[src/rtl/gpc_pkg.sv]
`default_nettype none
package gpc_pkg;
   // ==========================================================
   // Register offsets (byte addresses)
   localparam logic [7:0] OFS_OWNER = 8'h00;
   localparam logic [7:0] OFS_MUX_LO = 8'h10;
   localparam logic [7:0] OFS_MUX_HI = 8'h20;
   localparam logic [7:0] OFS_DRIVE = 8'h40;
   localparam logic [7:0] OFS_LEVEL = 8'h50;
   localparam logic [7:0] OFS_PINVAL = 8'h60;
   localparam logic [7:0] OFS_PULLUP = 8'h70;
   localparam logic [7:0] OFS_ODRAIN = 8'h80;
   localparam logic [7:0] OFS_IRQEN = 8'h90;
   localparam logic [7:0] OFS_MODE_LO = 8'ha0;
   localparam logic [7:0] OFS_MODE_HI = 8'hb0;
   localparam logic [7:0] OFS_FILTER = 8'hc0;
   localparam logic [7:0] OFS_FLAGS = 8'hd0;
   // ==========================================================
   // Alias codes in address bits 3:2
   localparam logic [1:0] ALIAS_WRITE = 2'h0;
   localparam logic [1:0] ALIAS_SET = 2'h1;
   localparam logic [1:0] ALIAS_CLEAR = 2'h2;
   localparam logic [1:0] ALIAS_TOGGLE = 2'h3;
   // ==========================================================
   // Reset values
   localparam logic [31:0] RST_ALL_ONES = 32'hffffffff;
   localparam logic [31:0] RST_ZERO = 32'h00000000;
   // ==========================================================
   // Interrupt mode codes {hi,lo}
   localparam logic [1:0] MODE_CHANGE = 2'h0;
   localparam logic [1:0] MODE_RISE = 2'h1;
   localparam logic [1:0] MODE_FALL = 2'h2;
   // ==========================================================
   // Pin group sizing
   localparam int PINS_PER_LINE = 8;
   typedef struct packed {
      logic [7:0] addr;
      logic [31:0] wdata;
      logic wr;
      logic rd;
   } gpc_bus_t;
endpackage
`default_nettype wire

[src/rtl/gpc_port.sv]
// Operation
// - Pull-up enable bit per pin, valid for any owner.
// - Ownership bit one gives pin to controller, zero to peripheral.
// - Two mux select bits choose one of four peripheral functions.
// - Peripheral owner decides drive enable and driven level.
// - Controller owner drives pin only when drive-enable bit is one.
// - Pin level follows output level register; aliases act alike.
// - Open-drain bit makes pin only pull low, any owner.
// - Pin value readback returns actual line level.
// - Readback and interrupt input live only when owned or interrupt enabled; peripherals always see the raw pin.
// - Any-change, rising or falling interrupt detection per pin.
// - Interrupt enable bit per pin, regardless of owner.
// - Detected enabled event raises the request.
// - Four request lines, each OR of eight pins.
// - Sticky flags per pin, cleared by software write.
// - Detection only on clock edges; gated clock means no request.
// - Filter rejects sub-cycle glitches, accepts two-cycle pulses.
// - Enabled filter adds one cycle latency.
// - Filter enable bit per pin, bypass when clear.
// - Filter only on interrupt path, not readback or peripherals.
// - Unfiltered input counts only when present at clock edge.
// - Filtered input needs equal level on two consecutive edges.
// - Ports of 32 pins, one bit per pin per register.
`timescale 1ns/100ps
`default_nettype none
module gpc_port #(
   parameter int NPINS = 32
) (
   input wire logic clk,
   input wire logic arst_n,
   input wire gpc_pkg::gpc_bus_t bus,
   output logic [31:0] rdata,
   input wire logic [NPINS-1:0] pin_in,
   output logic [NPINS-1:0] pin_out,
   output logic [NPINS-1:0] pin_oe,
   output logic [NPINS-1:0] pin_pullup,
   input wire logic [NPINS-1:0] periph_out0,
   input wire logic [NPINS-1:0] periph_out1,
   input wire logic [NPINS-1:0] periph_out2,
   input wire logic [NPINS-1:0] periph_out3,
   input wire logic [NPINS-1:0] periph_oe0,
   input wire logic [NPINS-1:0] periph_oe1,
   input wire logic [NPINS-1:0] periph_oe2,
   input wire logic [NPINS-1:0] periph_oe3,
   output logic [NPINS-1:0] periph_in,
   output logic [3:0] irq
);
   // ==========================================================
   // Register write decode
   // 32-bit registers, one bit per pin
   function automatic logic [NPINS-1:0] upd(input logic [NPINS-1:0] cur, input logic [7:0] base,
                                            input gpc_pkg::gpc_bus_t b);
      logic [NPINS-1:0] d;
      logic [NPINS-1:0] r;
      d = b.wdata[NPINS-1:0];
      r = cur;
      if (b.wr && b.addr[7:4] == base[7:4] && b.addr[1:0] == 2'h0)
      begin
         case (b.addr[3:2])
            gpc_pkg::ALIAS_WRITE: r = d;
            gpc_pkg::ALIAS_SET: r = cur | d;
            gpc_pkg::ALIAS_CLEAR: r = cur & ~d;
            gpc_pkg::ALIAS_TOGGLE: r = cur ^ d;
            default: r = cur;
         endcase
      end
      return r;
   endfunction

   logic [NPINS-1:0] owner_ff;
   logic [NPINS-1:0] mux_lo_ff;
   logic [NPINS-1:0] mux_hi_ff;
   logic [NPINS-1:0] drive_ff;
   logic [NPINS-1:0] level_ff;
   logic [NPINS-1:0] pullup_ff;
   logic [NPINS-1:0] odrain_ff;
   logic [NPINS-1:0] irqen_ff;
   logic [NPINS-1:0] mode_lo_ff;
   logic [NPINS-1:0] mode_hi_ff;
   logic [NPINS-1:0] filter_ff;
   logic [NPINS-1:0] flags_ff;
   logic [NPINS-1:0] samp_ff;
   logic [NPINS-1:0] filt_ff;
   logic [NPINS-1:0] prev_ff;
   logic [31:0] rdata_ff;
   logic [NPINS-1:0] nxt_flags;
   logic [NPINS-1:0] det_in;
   logic [NPINS-1:0] rise;
   logic [NPINS-1:0] fall;
   logic [NPINS-1:0] event_hit;
   logic [NPINS-1:0] sel_out;
   logic [NPINS-1:0] sel_oe;
   logic [NPINS-1:0] drv_oe;
   logic [NPINS-1:0] drv_val;
   logic [NPINS-1:0] in_live;
   logic [31:0] nxt_rdata;
   wire logic flags_wr = bus.wr && bus.addr == gpc_pkg::OFS_FLAGS;

   // ==========================================================
   // Next values, each register decoded by its own base
   wire logic [NPINS-1:0] nxt_owner = upd(owner_ff, gpc_pkg::OFS_OWNER, bus);
   wire logic [NPINS-1:0] nxt_mux_lo = upd(mux_lo_ff, gpc_pkg::OFS_MUX_LO, bus);
   wire logic [NPINS-1:0] nxt_mux_hi = upd(mux_hi_ff, gpc_pkg::OFS_MUX_HI, bus);
   wire logic [NPINS-1:0] nxt_drive = upd(drive_ff, gpc_pkg::OFS_DRIVE, bus);
   wire logic [NPINS-1:0] nxt_level = upd(level_ff, gpc_pkg::OFS_LEVEL, bus);
   wire logic [NPINS-1:0] nxt_pullup = upd(pullup_ff, gpc_pkg::OFS_PULLUP, bus);
   wire logic [NPINS-1:0] nxt_odrain = upd(odrain_ff, gpc_pkg::OFS_ODRAIN, bus);
   wire logic [NPINS-1:0] nxt_irqen = upd(irqen_ff, gpc_pkg::OFS_IRQEN, bus);
   wire logic [NPINS-1:0] nxt_mode_lo = upd(mode_lo_ff, gpc_pkg::OFS_MODE_LO, bus);
   wire logic [NPINS-1:0] nxt_mode_hi = upd(mode_hi_ff, gpc_pkg::OFS_MODE_HI, bus);
   wire logic [NPINS-1:0] nxt_filter = upd(filter_ff, gpc_pkg::OFS_FILTER, bus);

   // ==========================================================
   // Configuration registers
   // Ownership, controller by default
   always_ff @(posedge clk or negedge arst_n)
   begin
      if (!arst_n)
         owner_ff <= gpc_pkg::RST_ALL_ONES[NPINS-1:0];
      else
         owner_ff <= nxt_owner;
   end

   always_ff @(posedge clk or negedge arst_n)
   begin
      if (!arst_n)
         mux_lo_ff <= gpc_pkg::RST_ZERO[NPINS-1:0];
      else
         mux_lo_ff <= nxt_mux_lo;
   end

   always_ff @(posedge clk or negedge arst_n)
   begin
      if (!arst_n)
         mux_hi_ff <= gpc_pkg::RST_ZERO[NPINS-1:0];
      else
         mux_hi_ff <= nxt_mux_hi;
   end

   always_ff @(posedge clk or negedge arst_n)
   begin
      if (!arst_n)
         drive_ff <= gpc_pkg::RST_ZERO[NPINS-1:0];
      else
         drive_ff <= nxt_drive;
   end

   always_ff @(posedge clk or negedge arst_n)
   begin
      if (!arst_n)
         level_ff <= gpc_pkg::RST_ZERO[NPINS-1:0];
      else
         level_ff <= nxt_level;
   end

   always_ff @(posedge clk or negedge arst_n)
   begin
      if (!arst_n)
         pullup_ff <= gpc_pkg::RST_ZERO[NPINS-1:0];
      else
         pullup_ff <= nxt_pullup;
   end

   always_ff @(posedge clk or negedge arst_n)
   begin
      if (!arst_n)
         odrain_ff <= gpc_pkg::RST_ZERO[NPINS-1:0];
      else
         odrain_ff <= nxt_odrain;
   end

   always_ff @(posedge clk or negedge arst_n)
   begin
      if (!arst_n)
         irqen_ff <= gpc_pkg::RST_ZERO[NPINS-1:0];
      else
         irqen_ff <= nxt_irqen;
   end

   always_ff @(posedge clk or negedge arst_n)
   begin
      if (!arst_n)
         mode_lo_ff <= gpc_pkg::RST_ZERO[NPINS-1:0];
      else
         mode_lo_ff <= nxt_mode_lo;
   end

   always_ff @(posedge clk or negedge arst_n)
   begin
      if (!arst_n)
         mode_hi_ff <= gpc_pkg::RST_ZERO[NPINS-1:0];
      else
         mode_hi_ff <= nxt_mode_hi;
   end

   always_ff @(posedge clk or negedge arst_n)
   begin
      if (!arst_n)
         filter_ff <= gpc_pkg::RST_ALL_ONES[NPINS-1:0];
      else
         filter_ff <= nxt_filter;
   end

   // ==========================================================
   // Per-pin output path and event detection
   genvar i;
   generate
      for (i = 0; i < NPINS; i++)
      begin : g_pin
         wire logic [1:0] msel = {mux_hi_ff[i], mux_lo_ff[i]};
         wire logic [1:0] mode = {mode_hi_ff[i], mode_lo_ff[i]};
         assign sel_out[i] = msel == 2'h0 ? periph_out0[i] : msel == 2'h1 ? periph_out1[i] :
                             msel == 2'h2 ? periph_out2[i] : periph_out3[i];
         assign sel_oe[i] = msel == 2'h0 ? periph_oe0[i] : msel == 2'h1 ? periph_oe1[i] :
                            msel == 2'h2 ? periph_oe2[i] : periph_oe3[i];
         assign drv_oe[i] = owner_ff[i] ? drive_ff[i] : sel_oe[i];
         assign drv_val[i] = owner_ff[i] ? level_ff[i] : sel_out[i];
         assign pin_oe[i] = drv_oe[i] && !(odrain_ff[i] && drv_val[i]);
         assign pin_out[i] = odrain_ff[i] ? 1'b0 : drv_val[i];
         assign det_in[i] = filter_ff[i] ? filt_ff[i] : samp_ff[i];
         assign rise[i] = det_in[i] && !prev_ff[i];
         assign fall[i] = !det_in[i] && prev_ff[i];
         // Mode decode, reserved code never fires
         assign event_hit[i] = mode == gpc_pkg::MODE_CHANGE ? (rise[i] | fall[i]) :
                               mode == gpc_pkg::MODE_RISE ? rise[i] :
                               mode == gpc_pkg::MODE_FALL ? fall[i] : 1'b0;
      end
   endgenerate

   assign pin_pullup = pullup_ff;
   assign in_live = owner_ff | irqen_ff;
   assign periph_in = pin_in;

   // Gated level now, and per pin whether it matches the last sample
   wire logic [NPINS-1:0] in_now = pin_in & in_live;
   wire logic [NPINS-1:0] same = ~(samp_ff ^ in_now);

   // ==========================================================
   // Input sampling and glitch filter
   always_ff @(posedge clk or negedge arst_n)
   begin
      if (!arst_n)
      begin
         samp_ff <= gpc_pkg::RST_ZERO[NPINS-1:0];
         filt_ff <= gpc_pkg::RST_ZERO[NPINS-1:0];
         prev_ff <= gpc_pkg::RST_ZERO[NPINS-1:0];
      end
      else
      begin
         // Level taken at the clock edge
         samp_ff <= in_now;
         // Equal level on two edges updates filter
         filt_ff <= (same & samp_ff) | (~same & filt_ff);
         // Detector input of the last edge, per pin
         prev_ff <= det_in;
      end
   end

   // ==========================================================
   // Sticky flags, event wins over clear
   // Enabled events latch until cleared
   wire logic [NPINS-1:0] flag_keep = flags_wr ? flags_ff & ~bus.wdata[NPINS-1:0] : flags_ff;
   wire logic [NPINS-1:0] flag_set = event_hit & irqen_ff;
   assign nxt_flags = flag_keep | flag_set;

   always_ff @(posedge clk or negedge arst_n)
   begin
      if (!arst_n)
         flags_ff <= gpc_pkg::RST_ZERO[NPINS-1:0];
      else
         flags_ff <= nxt_flags;
   end

   // Groups of eight ORed per line
   // Enable gates each line, so masking needs no flag write
   generate
      for (i = 0; i < 4; i++)
      begin : g_irq
         if (i * gpc_pkg::PINS_PER_LINE < NPINS)
         begin : g_on
            localparam int HI = (i + 1) * gpc_pkg::PINS_PER_LINE > NPINS ? NPINS - 1 :
                                (i + 1) * gpc_pkg::PINS_PER_LINE - 1;
            assign irq[i] = |(flags_ff[HI:i * gpc_pkg::PINS_PER_LINE] & irqen_ff[HI:i * gpc_pkg::PINS_PER_LINE]);
         end
         else
         begin : g_off
            assign irq[i] = 1'b0;
         end
      end
   endgenerate

   // ==========================================================
   // Read path, data one cycle after strobe
   logic [NPINS-1:0] rsel;
   always_comb
   begin
      rsel = '0;
      case (bus.addr)
         gpc_pkg::OFS_OWNER: rsel = owner_ff;
         gpc_pkg::OFS_MUX_LO: rsel = mux_lo_ff;
         gpc_pkg::OFS_MUX_HI: rsel = mux_hi_ff;
         gpc_pkg::OFS_DRIVE: rsel = drive_ff;
         gpc_pkg::OFS_LEVEL: rsel = level_ff;
         // Actual level, only where input is live
         gpc_pkg::OFS_PINVAL: rsel = pin_in & in_live;
         gpc_pkg::OFS_PULLUP: rsel = pullup_ff;
         gpc_pkg::OFS_ODRAIN: rsel = odrain_ff;
         gpc_pkg::OFS_IRQEN: rsel = irqen_ff;
         gpc_pkg::OFS_MODE_LO: rsel = mode_lo_ff;
         gpc_pkg::OFS_MODE_HI: rsel = mode_hi_ff;
         gpc_pkg::OFS_FILTER: rsel = filter_ff;
         gpc_pkg::OFS_FLAGS: rsel = flags_ff;
         default: rsel = '0;
      endcase
      nxt_rdata = '0;
      nxt_rdata[NPINS-1:0] = rsel;
   end

   always_ff @(posedge clk or negedge arst_n)
   begin
      if (!arst_n)
         rdata_ff <= gpc_pkg::RST_ZERO;
      else
         rdata_ff <= bus.rd ? nxt_rdata : gpc_pkg::RST_ZERO;
   end
   // Zero outside the read cycle keeps the bus quiet
   assign rdata = rdata_ff;
endmodule
`default_nettype wire

[config.mk]
export PLATFORM = sky130hd
export DESIGN_NAME = gpc_port
export DESIGN_NICKNAME = d
export VERILOG_FILES = /design/src/rtl/gpc_pkg.sv /design/src/rtl/gpc_port.sv
export SDC_FILE = /design/constraint.sdc
export NUM_CORES = 1
export LEC_CHECK = 0
export ABC_AREA = 1
export BUFFER_PORTS_ARGS = -buffer_cell sky130_fd_sc_hd__buf_4
export CAP_MARGIN = 20
export CORE_MARGIN = 3
export CORE_UTILIZATION = 45
export CTS_CLUSTER_SIZE = 40
export DETAILED_ROUTE_END_ITERATION = 6
export MAX_ROUTING_LAYER = met4
export PLACE_DENSITY = 0.67
export SYNTH_ARGS = -nofsm -noshare
export SYNTH_HDL_FRONTEND = slang
export SYNTH_SLANG_ARGS = --single-unit
export TNS_END_PERCENT = 1
[constraint.sdc]
create_clock -name clk -period 2 [get_ports clk]
set_clock_uncertainty 0.2 [all_clocks]
set_input_delay 0 -clock clk [delete_from_list [all_inputs] [get_ports clk]]
set_output_delay 0 -clock clk [all_outputs]
set_load 0.05 [all_outputs]
==> impl_metrics.env <==
export IMPL_crit_top_cell="nand2_1"
export IMPL_insertion_delay_ns=0.62
export IMPL_final_cells=7668
export IMPL_drt_pass1_iter_count=6
export IMPL_yosysTopAreaCell="dfrtp_1"
export IMPL_synth_nets=6877
export IMPL_seq_area_frac_synth_pct=29.69
export IMPL_clkSlewWorstSetupHoldPaths_ns=0.06
export IMPL_die_area_um2=100300
export IMPL_fin_crit_ns=2.185
export IMPL_p_comb_share_pct=34.6
export IMPL_cts_buffers=66
export IMPL_tightest_slew_ns=0.8936
export IMPL_synth_avg_cell_area_um2=7.517
export IMPL_post_route_period_util_pct=109.2
export IMPL_globalRouteMet3Util_pct=4.202
export IMPL_dp_cells=7439
export IMPL_cts_tree="done"
export IMPL_synth_cell_types=32
export IMPL_synthArstFlopShare_pct=100.0
export IMPL_ir_worst_vdd_uv=469.1
export IMPL_required_ns=1.80
export IMPL_cts_sinks=512
export IMPL_crit_slowest_cell="dfrtp_2"
export IMPL_final_antenna_net_count=0
export IMPL_fp_dieH_um=316.6
export IMPL_r2r_slack_ns=-0.01
export IMPL_cp_max_fo=6
export IMPL_mostFrequentLayoutCells="nand2_1 (1164), ha_1 (767), o21ai_0 (695)"
export IMPL_hold_ws_ns=0.03310
export IMPL_synth_ff_type="dfrtp_1"
export IMPL_p_per_area_nw_per_um2=757.1
export IMPL_area_growth_pct=24.12
export IMPL_synth_seq_cells=512
export IMPL_clockRootBuffer="clkbuf_16"
export IMPL_setup_tns_final_ns=-4.739
export IMPL_layout_commonest_cell="nand2_1"
export IMPL_p_leak_nw=26.72
export IMPL_reg2reg_depth=8
export IMPL_status="finished with violations"
export IMPL_violations="negative setup slack"
export IMPL_yosys_warnings=0
export IMPL_portBuffers=495
export IMPL_drc=0
export IMPL_gr_max_usage_layer="met2"
export IMPL_dp_hpwl_mm=103.3
export IMPL_grt_pass1_vias=41330
export IMPL_netlist_area_um2=43430
export IMPL_hold_start="pin_in[25]"
export IMPL_r2r_end="flags_ff[21]"
export IMPL_hold_viol=0
export IMPL_yosys_top_cells_area="dfrtp_1 (26%), ha_1 (22%), nand2_1 (10%)"
export IMPL_crit_path_end_kind="output pin"
export IMPL_track_usage_pct=29.95
export IMPL_clock_path_buffers=3
export IMPL_path_cells="inv_2 -> nand2_1 -> o211ai_1 -> nand2_1 -> o21ai_2 -> nor2_1 -> nor2_2 -> buf_6"
export IMPL_placed_cell_area_um2=50100
export IMPL_initial_core_util_pct=45.57
export IMPL_clkPwrFrac_pct=29.0
export IMPL_fin_area_um2=53900
export IMPL_wl_mm=149.7
export IMPL_crit_type="reg2out"
export IMPL_met1_usage_pct=38.79
export IMPL_grt_max_degree=73
export IMPL_antenna_found_initial=4
export IMPL_drtIter0Drc=3633
export IMPL_drt_wirelength_per_cell_um=19.52
export IMPL_num_rows=113
export IMPL_via_count=43010
export IMPL_cp_startpoint="mux_hi_ff[23]"
export IMPL_place_congestion=0.8836
export IMPL_maxCapViolations=0
export IMPL_slowest_delay_ns=0.46
export IMPL_reg2reg_from="filter_ff[21]"
export IMPL_grt_ovfl_total=0
export IMPL_worst_slack_ns=-0.1849
export IMPL_pwr_share_seq_pct=36.4
export IMPL_synth_top_area_share_pct=25.82
export IMPL_die_w_um=316.6
export IMPL_p_sw_share_pct=39.42
export IMPL_critPathLaunchType="register"
export IMPL_nets=7447
export IMPL_drive_gt1_share_pct=19.19
export IMPL_viasPerCell=5.609
export IMPL_grt_pass1_wl_mm=231.7
export IMPL_hold_class="in2reg"
export IMPL_max_freq_mhz=457.7
export IMPL_slew_violations=0
export IMPL_cts_htree_levels=3
export IMPL_hold_end="samp_ff[25]"
export IMPL_synth_edf_count=0
export IMPL_p_sw_mw=16.09
export IMPL_coreArea_um2=95290
export IMPL_max_slew_margin_pct=40.21
export IMPL_num_io_pins=496
export IMPL_finalPower_mw=40.81
export IMPL_crit_arrival_ns=1.98
export IMPL_setup_viol=62
export IMPL_rsz0062_at_grt="yes"
export IMPL_met2_usage_pct=48.27
export IMPL_synthCells=5777
export IMPL_p_int_mw=24.72
export IMPL_whs_path_depth=4
layout make-up:
cell class                      instances  area, µm²
Antenna cell                            4      10.01
Clock buffer                          112       2008
Clock inverter                          8      56.30
Fill cell                            8809      41390
Inverter                              558       2127
Multi-Input combinational cell       4392      27480
Sequential cell                       512      12990
Tap cell                             1265       1583
Timing Repair Buffer                  817       7654
stage by stage:
step | worst slack, ns | util (%)
2_1_floorplan | 0.1534 | -
3_3_place_gp | 0.08577 | 52.57
3_5_place_dp | -0.04282 | 52.57
4_1_cts | -0.2171 | 56.11
5_1_grt | -0.3010 | 56.56
6_report | -0.1849 | 56.56
worst max-delay path: cells and delay by family, from the launching register on:
family	cells	cell delay (ns)
AOI/OAI and AO/OA	2	0.27
buffers and inverters	2	0.28
DFF	1	0.46
and+or+nand+nor	4	0.35
power by group through the flow:
stage                     registers [mW]  clock network, mW  logic, mW
after floorplan                     14.3                  0       8.72
after global placement              14.7                  0       12.6
after detailed placement            14.7                  0       13.1
after CTS                           14.7               12.0       13.8
after global routing                15.1               12.4       15.9
final                               14.8               11.8       14.1
metal layers:
layer / vias to the layer above / wire [µm] / part of all wire [%]
met5: - / 0 / 0
met4: 0 / 5163 / 3.5
met3: 275 / 10750 / 7.2
met2: 1518 / 70310 / 47
met1: 20710 / 63420 / 42
li1: 20500 / - / -
what timing repair did:
action	4_1_cts	5_1_grt
endpoints found under the setup margin	73	100
gates resized for setup	235	160
pin swaps	14	43
buffers inserted	14	15
cloned	0	0
hold buffers	76	0
endpoints found under the hold margin	870	0
kinds of logic (layout without fill, tap and decap cells):
group,after synthesis,in the layout,synth area share (%)
buffers and inverters,873,1495,8.232
AND/OR/NAND/NOR,2185,2185,20.41
AO/OA/AOI/OAI,1407,1407,18.81
flip-flops,512,512,29.69
other,0,4,0
adder cells (fa/ha/maj),800,800,22.87
cell usage after synthesis (23+ instances only):
cell type and count:
o31ai_1 32, nor2_1 615, dfrtp_1 448, maj3_1 32, nor3_1 23, dfstp_2 64, buf_4 38, inv_1 552
nand3_1 305, a21oi_1 146, or2_2 32, a22oi_1 41, o211ai_1 367, o21ai_0 754, o21ai_1 55, ha_1 768
buf_2 123, clkbuf_1 153, nand2_1 1171
worst max path at each step:
stage | cells past startpoint | endpoint
2_1_floorplan | 8 | flags_ff[27]
3_3_place_gp | 8 | flags_ff[31]
3_5_place_dp | 8 | flags_ff[14]
4_1_cts | 8 | pin_oe[30]
5_1_grt | 8 | pin_oe[27]
6_report | 8 | pin_oe[23]
Note: power is estimated with default switching activity, not from simulation.
